[config.mk]
export PLATFORM = sky130hd
export DESIGN_NAME = cpu_core_memory_addressing
export DESIGN_NICKNAME = d
export VERILOG_FILES = /design/src/core_addr_pkg.sv /design/src/cpu_core_memory_addressing.sv
export SDC_FILE = /design/constraint.sdc
export NUM_CORES = 1
export LEC_CHECK = 0
export BUFFER_PORTS_ARGS = -buffer_cell sky130_fd_sc_hd__buf_2
export CAP_MARGIN = 20
export CORE_MARGIN = 2
export CORE_UTILIZATION = 25
export DETAILED_ROUTE_END_ITERATION = 8
export PLACE_DENSITY_LB_ADDON = 0.25
export SLEW_MARGIN = 20
export SYNTH_ARGS = -nofsm -noshare
export SYNTH_HDL_FRONTEND = slang
export SYNTH_SLANG_ARGS = --single-unit
[constraint.sdc]
create_clock -name clk -period 3.6 [get_ports clk]
set_input_delay 0.36 -clock clk [delete_from_list [all_inputs] [get_ports clk]]
set_output_delay 0.36 -clock clk [all_outputs]
set_load 0.05 [all_outputs]
[src/core_addr_pkg.sv]
// Constants, types and field layout for the core addressing block
package core_addr_pkg;
   localparam int PC_W = 15;
   localparam int PM_W = 14;
   localparam int DADDR_W = 12;
   localparam int STACK_DEPTH = 16;
   localparam int BANKS = 32;
   localparam int BANK_BYTES = 128;
   localparam logic [4:0] STACK_FULL = 5'h10;
   localparam logic [14:0] RESET_VECTOR = 15'h0000;
   localparam logic [14:0] IRQ_VECTOR = 15'h0004;
   localparam logic [14:0] PM_LAST_SMALL = 15'h1FFF;
   localparam logic [14:0] PM_LAST_LARGE = 15'h3FFF;
   localparam int PTR_PM_BIT = 15;
   localparam logic [6:0] OFS_INDIRECT_DATA_PORT_0 = 7'h00;
   localparam logic [6:0] OFS_INDIRECT_DATA_PORT_1 = 7'h01;
   localparam logic [6:0] OFS_PCL = 7'h02;
   localparam logic [6:0] OFS_STATUS = 7'h03;
   localparam logic [6:0] OFS_PTR0_LO = 7'h04;
   localparam logic [6:0] OFS_PTR0_HI = 7'h05;
   localparam logic [6:0] OFS_PTR1_LO = 7'h06;
   localparam logic [6:0] OFS_PTR1_HI = 7'h07;
   localparam logic [6:0] OFS_BSR = 7'h08;
   localparam logic [6:0] OFS_WORKING_ACCUMULATOR = 7'h09;
   localparam logic [6:0] OFS_COUNTER_UPPER_LATCH = 7'h0A;
   localparam logic [6:0] OFS_INTERRUPT_CONTROL = 7'h0B;
   localparam int ST_TO = 4;
   localparam int ST_PD = 3;
   localparam int ST_Z = 2;
   localparam int ST_DC = 1;
   localparam int ST_C = 0;
   localparam logic [7:0] CORE_RST = 8'h00;
   localparam logic [2:0] STATUS_PAD = 3'h0;

   typedef enum logic [2:0] {alu_add, alu_sub, alu_logic, alu_rot_left, alu_rot_right} alu_op_t;

   typedef struct packed {
      logic rd;
      logic wr;
      logic [6:0] ofs;
      logic [7:0] wdata;
   } file_req_t;

   typedef struct packed {
      logic go;
      alu_op_t op;
      logic [7:0] a;
      logic [7:0] b;
   } alu_req_t;

   typedef struct packed {
      logic re;
      logic we;
      logic [11:0] addr;
      logic [7:0] wdata;
   } ram_req_t;

   typedef struct packed {
      logic [7:0] res;
      logic z;
      logic dc;
      logic c;
      logic mz;
      logic mdc;
      logic mc;
   } alu_out_t;
endpackage : core_addr_pkg

[src/cpu_core_memory_addressing.sv]
// Program counter, return stack, pointers, banked data access and status flags
`timescale 1ns/1ps
module cpu_core_memory_addressing import core_addr_pkg::*; #(
   parameter bit large_variant = 1'b1
) (
   // Clock and reset
   input wire logic clk,
   input wire logic rstn,
   // Sequencing from instruction decode
   input wire logic pc_step,
   input wire logic pc_jump,
   input wire logic pc_call,
   input wire logic pc_return,
   input wire logic irq_take,
   input wire logic [14:0] pc_target,
   output logic [14:0] pc,
   // Stack fault control
   input wire logic stack_reset_en,
   input wire logic clear_ovf,
   input wire logic clear_unf,
   output logic stack_overflow_flag,
   output logic stack_underflow_flag,
   output logic soft_reset,
   // File register access
   input wire file_req_t file_req,
   output logic file_busy,
   output logic file_done,
   output logic [7:0] file_rdata,
   // ALU flag update
   input wire alu_req_t alu_req,
   output logic [7:0] alu_result,
   // Watchdog and sleep events
   input wire logic watchdog_clear_instruction,
   input wire logic sleep_instruction,
   input wire logic wdt_timeout,
   // Program memory port
   output logic [14:0] pm_addr,
   output logic pm_rd,
   input wire logic [13:0] pm_rdata,
   // Banked data memory port
   output ram_req_t ram_req,
   input wire logic [7:0] ram_rdata,
   input wire logic ram_hit,
   // Core registers seen by the rest of the core
   output logic [7:0] working_accumulator,
   output logic [7:0] interrupt_control,
   output logic [7:0] alu_and_reset_flags
);

   typedef enum {st_idle, st_data, st_pm1, st_pm2} acc_state_t;

   function automatic logic [14:0] wrap(input logic [14:0] a);
      wrap = a & (large_variant ? PM_LAST_LARGE : PM_LAST_SMALL);
   endfunction : wrap

   function automatic logic is_indf(input logic [6:0] o);
      is_indf = (o == OFS_INDIRECT_DATA_PORT_0) || (o == OFS_INDIRECT_DATA_PORT_1);
   endfunction : is_indf

   function automatic alu_out_t alu_calc(input alu_req_t r, input logic cin);
      logic [8:0] s;
      logic [4:0] lo;
      alu_out_t q;
      s = 9'h000;
      lo = 5'h00;
      q = '0;
      unique case (r.op)
         alu_add: begin
            s = {1'b0, r.a} + {1'b0, r.b};
            lo = {1'b0, r.a[3:0]} + {1'b0, r.b[3:0]};
            q = {s[7:0], s[7:0] == 8'h00, lo[4], s[8], 3'b111};
         end
         alu_sub: begin
            // Add of two's complement, so carries are inverted borrows
            s = {1'b0, r.a} + {1'b0, ~r.b} + 9'h001;
            lo = {1'b0, r.a[3:0]} + {1'b0, ~r.b[3:0]} + 5'h01;
            q = {s[7:0], s[7:0] == 8'h00, lo[4], s[8], 3'b111};
         end
         alu_logic: q = {r.b, r.b == 8'h00, 1'b0, 1'b0, 3'b100};
         alu_rot_left: q = {r.a[6:0], cin, 1'b0, 1'b0, r.a[7], 3'b001};
         alu_rot_right: q = {cin, r.a[7:1], 1'b0, 1'b0, r.a[0], 3'b001};
      endcase
      alu_calc = q;
   endfunction : alu_calc

   // Core register state
   logic [15:0] ptr0;
   logic [15:0] ptr1;
   logic [7:0] bank_select;
   logic [7:0] counter_upper_latch;
   logic to_flag;
   logic pd_flag;
   logic z_flag;
   logic dc_flag;
   logic c_flag;
   // Stack
   logic [14:0] stack_mem [STACK_DEPTH];
   logic [4:0] stack_count;
   logic [4:0] stack_below;
   logic push_en;
   logic [14:0] push_val;
   logic stack_fault;
   // Access sequencer
   acc_state_t state;
   logic [15:0] sel_ptr;
   logic tgt_ind;
   logic tgt_pm;
   logic [11:0] tgt_addr;
   logic tgt_core;
   logic take_rd;
   logic take_wr;
   logic core_wr;
   logic [6:0] acc_ofs;
   logic acc_core;
   logic [14:0] acc_pm;
   logic [7:0] core_rd;
   alu_out_t alu_q;
   logic [7:0] w_reg_q;

   assign working_accumulator = w_reg_q;
   assign alu_and_reset_flags = {STATUS_PAD, to_flag, pd_flag, z_flag, dc_flag, c_flag};

   // Target resolution: direct uses bank select, indirect uses a pointer
   always_comb begin
      sel_ptr = (file_req.ofs == OFS_INDIRECT_DATA_PORT_0) ? ptr0 : ptr1;
      tgt_ind = is_indf(file_req.ofs);
      tgt_pm = tgt_ind & sel_ptr[PTR_PM_BIT];
      tgt_addr = tgt_ind ? sel_ptr[11:0] : {bank_select[4:0], file_req.ofs};
      tgt_core = tgt_addr[6:0] <= OFS_INTERRUPT_CONTROL;
   end

   assign file_busy = state != st_idle;
   assign take_rd = file_req.rd & (state == st_idle);
   assign take_wr = file_req.wr & ~file_req.rd & (state == st_idle);
   // Indirect writes aimed at program memory are dropped
   assign core_wr = take_wr & tgt_core & ~tgt_pm;

   always_comb begin
      ram_req = '0;
      ram_req.addr = tgt_addr;
      ram_req.wdata = file_req.wdata;
      ram_req.re = take_rd & ~tgt_core & ~tgt_pm;
      ram_req.we = take_wr & ~tgt_core & ~tgt_pm;
   end

   // Read sequencer; program memory reads take one extra cycle
   always_ff @(posedge clk or negedge rstn) begin
      if (!rstn) begin
         state <= st_idle;
         acc_ofs <= 7'h00;
         acc_core <= 1'b0;
         acc_pm <= 15'h0000;
      end else begin
         unique case (state)
            st_idle: if (take_rd) begin
               acc_ofs <= tgt_addr[6:0];
               acc_core <= tgt_core;
               acc_pm <= wrap(sel_ptr[14:0]);
               state <= tgt_pm ? st_pm1 : st_data;
            end
            st_data: state <= st_idle;
            st_pm1: state <= st_pm2;
            st_pm2: state <= st_idle;
         endcase
      end
   end

   always_comb begin
      unique case (acc_ofs)
         OFS_PCL: core_rd = pc[7:0];
         OFS_STATUS: core_rd = alu_and_reset_flags;
         OFS_PTR0_LO: core_rd = ptr0[7:0];
         OFS_PTR0_HI: core_rd = ptr0[15:8];
         OFS_PTR1_LO: core_rd = ptr1[7:0];
         OFS_PTR1_HI: core_rd = ptr1[15:8];
         OFS_BSR: core_rd = bank_select;
         OFS_WORKING_ACCUMULATOR: core_rd = w_reg_q;
         OFS_COUNTER_UPPER_LATCH: core_rd = counter_upper_latch;
         OFS_INTERRUPT_CONTROL: core_rd = interrupt_control;
         default: core_rd = 8'h00;
      endcase
   end

   assign pm_rd = (state == st_pm1) | (state == st_pm2);
   assign pm_addr = pm_rd ? acc_pm : pc;

   always_ff @(posedge clk or negedge rstn) begin
      if (!rstn) begin
         file_done <= 1'b0;
         file_rdata <= 8'h00;
      end else begin
         file_done <= (state == st_data) | (state == st_pm2);
         if (state == st_data) begin
            if (acc_core) begin
               file_rdata <= core_rd;
            end else begin
               file_rdata <= ram_hit ? ram_rdata : 8'h00;
            end
         end else if (state == st_pm2) begin
            file_rdata <= pm_rdata[7:0];
         end
      end
   end

   // Pointers, bank select, accumulator, latch and interrupt control
   always_ff @(posedge clk or negedge rstn) begin
      if (!rstn) begin
         ptr0 <= {CORE_RST, CORE_RST};
         ptr1 <= {CORE_RST, CORE_RST};
         bank_select <= CORE_RST;
         w_reg_q <= CORE_RST;
         counter_upper_latch <= CORE_RST;
         interrupt_control <= CORE_RST;
      end else if (core_wr) begin
         unique case (tgt_addr[6:0])
            OFS_PTR0_LO: ptr0[7:0] <= file_req.wdata;
            OFS_PTR0_HI: ptr0[15:8] <= file_req.wdata;
            OFS_PTR1_LO: ptr1[7:0] <= file_req.wdata;
            OFS_PTR1_HI: ptr1[15:8] <= file_req.wdata;
            // Only 32 banks exist, upper bits are not stored
            OFS_BSR: bank_select <= {3'h0, file_req.wdata[4:0]};
            OFS_WORKING_ACCUMULATOR: w_reg_q <= file_req.wdata;
            OFS_COUNTER_UPPER_LATCH: counter_upper_latch <= {1'b0, file_req.wdata[6:0]};
            OFS_INTERRUPT_CONTROL: interrupt_control <= file_req.wdata;
            default: ;
         endcase
      end
   end

   // Status flags
   assign alu_q = alu_calc(alu_req, c_flag);

   always_ff @(posedge clk or negedge rstn) begin
      if (!rstn) begin
         to_flag <= 1'b1;
         pd_flag <= 1'b1;
         z_flag <= 1'b0;
         dc_flag <= 1'b0;
         c_flag <= 1'b0;
         alu_result <= 8'h00;
      end else begin
         if (wdt_timeout) begin
            to_flag <= 1'b0;
         end else if (watchdog_clear_instruction | sleep_instruction) begin
            to_flag <= 1'b1;
         end
         if (watchdog_clear_instruction) begin
            pd_flag <= 1'b1;
         end else if (sleep_instruction) begin
            pd_flag <= 1'b0;
         end
         if (alu_req.go) begin
            // A flag-affecting op blocks the whole status file write, even for bits its mask leaves unchanged
            alu_result <= alu_q.res;
            if (alu_q.mz) z_flag <= alu_q.z;
            if (alu_q.mdc) dc_flag <= alu_q.dc;
            if (alu_q.mc) c_flag <= alu_q.c;
         end else if (core_wr && tgt_addr[6:0] == OFS_STATUS) begin
            z_flag <= file_req.wdata[ST_Z];
            dc_flag <= file_req.wdata[ST_DC];
            c_flag <= file_req.wdata[ST_C];
         end
      end
   end

   // Return stack
   assign push_en = pc_call | irq_take;
   assign push_val = irq_take ? pc : wrap(pc + 15'h0001);
   assign stack_below = stack_count - 5'h01;
   assign stack_fault = (push_en & (stack_count == STACK_FULL))
      | (pc_return & ~push_en & (stack_count == 5'h00));

   always_ff @(posedge clk) begin
      if (push_en && stack_count != STACK_FULL) begin
         stack_mem[stack_count[3:0]] <= push_val;
      end
   end

   always_ff @(posedge clk or negedge rstn) begin
      if (!rstn) begin
         stack_overflow_flag <= 1'b0;
         stack_underflow_flag <= 1'b0;
         soft_reset <= 1'b0;
      end else begin
         // A fault in the clearing cycle still sets the flag
         if (push_en && stack_count == STACK_FULL) begin
            stack_overflow_flag <= 1'b1;
         end else if (clear_ovf) begin
            stack_overflow_flag <= 1'b0;
         end
         if (pc_return && !push_en && stack_count == 5'h00) begin
            stack_underflow_flag <= 1'b1;
         end else if (clear_unf) begin
            stack_underflow_flag <= 1'b0;
         end
         soft_reset <= stack_fault & stack_reset_en;
      end
   end

   // Program counter and stack pointer
   always_ff @(posedge clk or negedge rstn) begin
      if (!rstn) begin
         pc <= RESET_VECTOR;
         stack_count <= 5'h00;
      end else if (soft_reset) begin
         pc <= RESET_VECTOR;
         stack_count <= 5'h00;
      end else if (push_en) begin
         if (stack_count != STACK_FULL) begin
            stack_count <= stack_count + 5'h01;
         end
         pc <= irq_take ? IRQ_VECTOR : wrap(pc_target);
      end else if (pc_return) begin
         if (stack_count != 5'h00) begin
            stack_count <= stack_below;
            pc <= stack_mem[stack_below[3:0]];
         end
      end else if (pc_jump) begin
         pc <= wrap(pc_target);
      end else if (core_wr && tgt_addr[6:0] == OFS_PCL) begin
         pc <= wrap({counter_upper_latch[6:0], file_req.wdata});
      end else if (pc_step) begin
         pc <= wrap(pc + 15'h0001);
      end
   end

endmodule : cpu_core_memory_addressing

==> flow_summary_export.csv <==
group,metric,value,unit
global_route,first_global_vias,12503,
critical_path,critical_path.cell_chain,"nor2_1 -> nand3b_1 -> or4_1 -> or3_1 -> a31oi_4 -> o21ai_0 -> o21ai_1",
power_and_ir_drop,vdd_drop_max,0.584,mV
critical_path,crit_required,4.11,ns
synth,syn_area,18000,um2
global_route,met1_usage,19.9,%
drt,detail-route-antenna-nets,0,
placed_design,detailed_place_hpwl,41400,um
final_layout,layout-drive-gt1-share,28.9,%
drt,detail_route.wl_per_cell,23.0,um
global_route,antenna_violations_before_repair,3,
sta,unrepaired_setup_endpoints_after_global_routing,"no",
synth,syn_avg_cell_area,12.9,um2
power_and_ir_drop,power.total,0.0150,W
outcome,status,"finished clean",
synth,post_synth_inst_count,1391,
critical_path,criticalPathCategory,"reg -> reg",
global_route,gr-usage-all-layers,15.5,%
sta,timing.setup.tns,0,ns
power_and_ir_drop,power-per-cell-area,695,nW/um2
drt,vias_per_cell,4.89,
placed_design,port_buffers,175,
drt,detailroute.via_count,12504,
clocking,cts_root_buffer,"clkbuf_16",
sta,max_clock_freq,312,MHz
sta,tightest_slew,0.898,ns
final_layout,area_delta_synth_final,19.7,%
drt,drtIter0Drc,887,
power_and_ir_drop,p_seq_share,37.9,%
critical_path,timing.critical_path.arrival,3.71,ns
clocking,cts_made_buffers,41,
global_route,met2_usage,26.9,%
final_layout,highest_count_cells_in_the_layout_ignoring_fill_and_taps,"240 x edfxtp_1, 174 x buf_2, 126 x dfrtp_1, 115 x nand2_1, 80 x mux2_2",
synth,number_of_synthesis_warnings,0,
power_and_ir_drop,cell_internal_power_dissipation,0.00971,W
sta,fin_worst_skew,0.0322,ns
drt,drt-total-wl,58700,um
clocking,post_cts.resized_instances,0,
synth,synth_edf_count,240,
floorplanning,chipWidth,272,um
sta,fin_crit_sh,89.0,%
global_route,global_route_met3_usage,2.61,%
sta,timing.final.crit_period,3.21,ns
clocking,cts_sinks,369,
clocking,clock_tree.buffer_depth,3,
sta,slew-limit-headroom,40.2,%
clocking,clkSlewWorstSetupHoldPaths,0.07,ns
floorplanning,placeableCoreArea,71400,um2
worst_hold_path,hp-class,"in -> reg",
power_and_ir_drop,p_leak,8.23,nW
critical_path,setup.worst_path.start_class,"flip-flop",
global_route,top_usage_layer,"met2",
final_layout,final_common_cell,"edfxtp_1",
sta,setup_viol,0,
power_and_ir_drop,switching_power,0.00527,W
critical_path,critPathSlowestCell,"or3_1",
global_route,grt_max_degree,85,
final_layout,multi_input_comb_area,6980,um2
placed_design,routabilityCongestion,0.924,
floorplanning,die_outline_area,74200,um2
power_and_ir_drop,fraction_of_power_consumed_by_combinational_cells,33.6,%
clocking,ctsHtreeMaxLevel,2,
drt,drt-pass1-iter-count,7,
synth,share_of_synthesized_flip_flops_with_an_asynchronous_set_or_reset,35.0,%
clocking,cts_tree,"yes",
critical_path,worst_setup_path_end_kind,"flip-flop",
critical_path,cp_slowest_stage_delay,0.69,ns
synth,synth_flop_cell,"edfxtp_1",
run,maximum_capacitance_violations,0,
synth,ys_ff_latch,369,
floorplanning,die_height,272,um
synth,synth_seq_area_share,58.0,%
global_route,grt_first_pass_wirelength,85900,um
power_and_ir_drop,power_frac_clock,28.5,%
final_layout,filler_cell_count,7249,
floorplanning,io-pin-count,186,
floorplanning,initial_utilization,25.2,%
critical_path,path_max_fanout,15,
clocking,clock_insertion_delay_worst_skew,0.58,ns
final_layout,layout.area.seq,10400,um2
power_and_ir_drop,switching_power_as_a_share_of_total_power,35.2,%
global_route,globalRouteOverflowTotal,0,
final_layout,num-nets-final,1684,
sta,report.final.slew_viol_count,0,
sta,timing.final.hold_violations,0,
drt,drc,0,
floorplanning,rows,98,
synth,synth.lib_cells_used.distinct,74,
==> routing by layer <==
layer / part of all wire [%] / vias to the layer above
li1: - / 5621
met2: 50 / 336
met3: 5.0 / 70
met4: 2.7 / 2
met5: 0.022 / -
met1: 43 / 6475
==> critical path, delay by kind of cell, from the launching register on <==
family          cells  cell delay (ns)
flops               1             0.37
compound gates      3             0.93
simple gates        4             1.83
==> synthesized netlist by cell type (all sizes together), types with 10 or more instances <==
library cell	number	area, um2
edfxtp	240	7210
dfrtp	127	3180
nand2	115	432
o21ai	92	460
mux2	80	901
clkbuf	67	251
a21oi	66	330
mux4	63	1420
nor2	63	236
mux2i	47	470
inv	45	169
buf	37	220
nor3	37	196
ha	22	275
and2	21	131
xnor2	21	184
xor2	18	158
nand3	17	85.1
a221oi	13	114
a31oi	13	96.3
or3	13	81.3
a22o	11	96.3
o31a	11	96.3
a211oi	10	75.1
==> final timing paths <==
check	from	to	slack, ns	depth (start not counted)
setup reg to reg	state[1]	pc[7]	0.39	7
min in group asynchronous	rstn	file_rdata[6]	0.45	2
hold / removal	clear_ovf	stack_overflow_flag	0.02	2
setup / recovery	state[1]	pc[7]	0.39	7
hold reg to reg	acc_pm[0]	acc_pm[0]	0.48	2
max in group asynchronous	rstn	pc[2]	2.37	3
==> final cells by class <==
type	instances	area share, %
Inverter	45	0.784
Timing Repair Buffer	240	6.52
Sequential cell	369	48.4
Antenna cell	1	0.0116
Multi-Input combinational cell	875	32.4
Tap cell	950	5.51
Clock buffer	53	5.25
Clock inverter	22	1.11
==> cell families after synthesis <==
family                   count (synthesis)  synth area share (%)
flip-flops                             369                  58.0
AND/OR/NAND/NOR                        325                  8.74
AO/OA/AOI/OAI                          294                  10.6
multiplexers                           190                  15.5
buffers and inverters                  149                  3.56
XOR/XNOR                                39                  1.90
adder cells (fa/ha/maj)                 24                  1.75
other                                    1                0.0208
==> state kept, by name, summed over array words and instances (netlist names), 2 cells and up <==
| register | flops |
|---|---|
| stack_count | 5 |
| ptr1 | 16 |
| acc_ofs | 7 |
| counter_upper_latch | 7 |
| acc_pm | 14 |
| stack_mem | 240 |
| alu_result | 8 |
| ptr0 | 16 |
| bank_select | 5 |
| pc | 15 |
| file_rdata | 8 |
| interrupt_control | 8 |
| working_accumulator | 8 |
| state | 2 |
==> power groups by stage <==
stage	registers [W]	clock network, W	logic, W
after floorplan	0.00585	0	0.00324
after global placement	0.00573	0	0.00507
after detailed placement	0.00576	0	0.00510
after CTS	0.00568	0.00440	0.00511
after global routing	0.00573	0.00456	0.00543
final	0.00567	0.00427	0.00504
==> through the flow <==
step / instance area, um2 / hold slack, ns / util [%] / cells / setup WS (ns)
after floorplan: 18000 / 0.0644 / - / 1393 / 0.0483
after global placement: 20100 / 0.463 / 28.2 / 2475 / 0.331
after detailed placement: 20100 / 0.468 / 28.2 / 2475 / 0.299
after CTS: 21500 / 0.00269 / 30.2 / 2554 / 0.383
after global routing: 21600 / 0.0117 / 30.2 / 2554 / 0.270
final: 21600 / 0.0225 / 30.2 / 2555 / 0.395
==> repair_timing <==
item	CTS	global route
endpoints found under the hold margin	83	0
buffers inserted	0	0
hold buffers	4	0
Note: power is estimated with default switching activity, not from simulation.
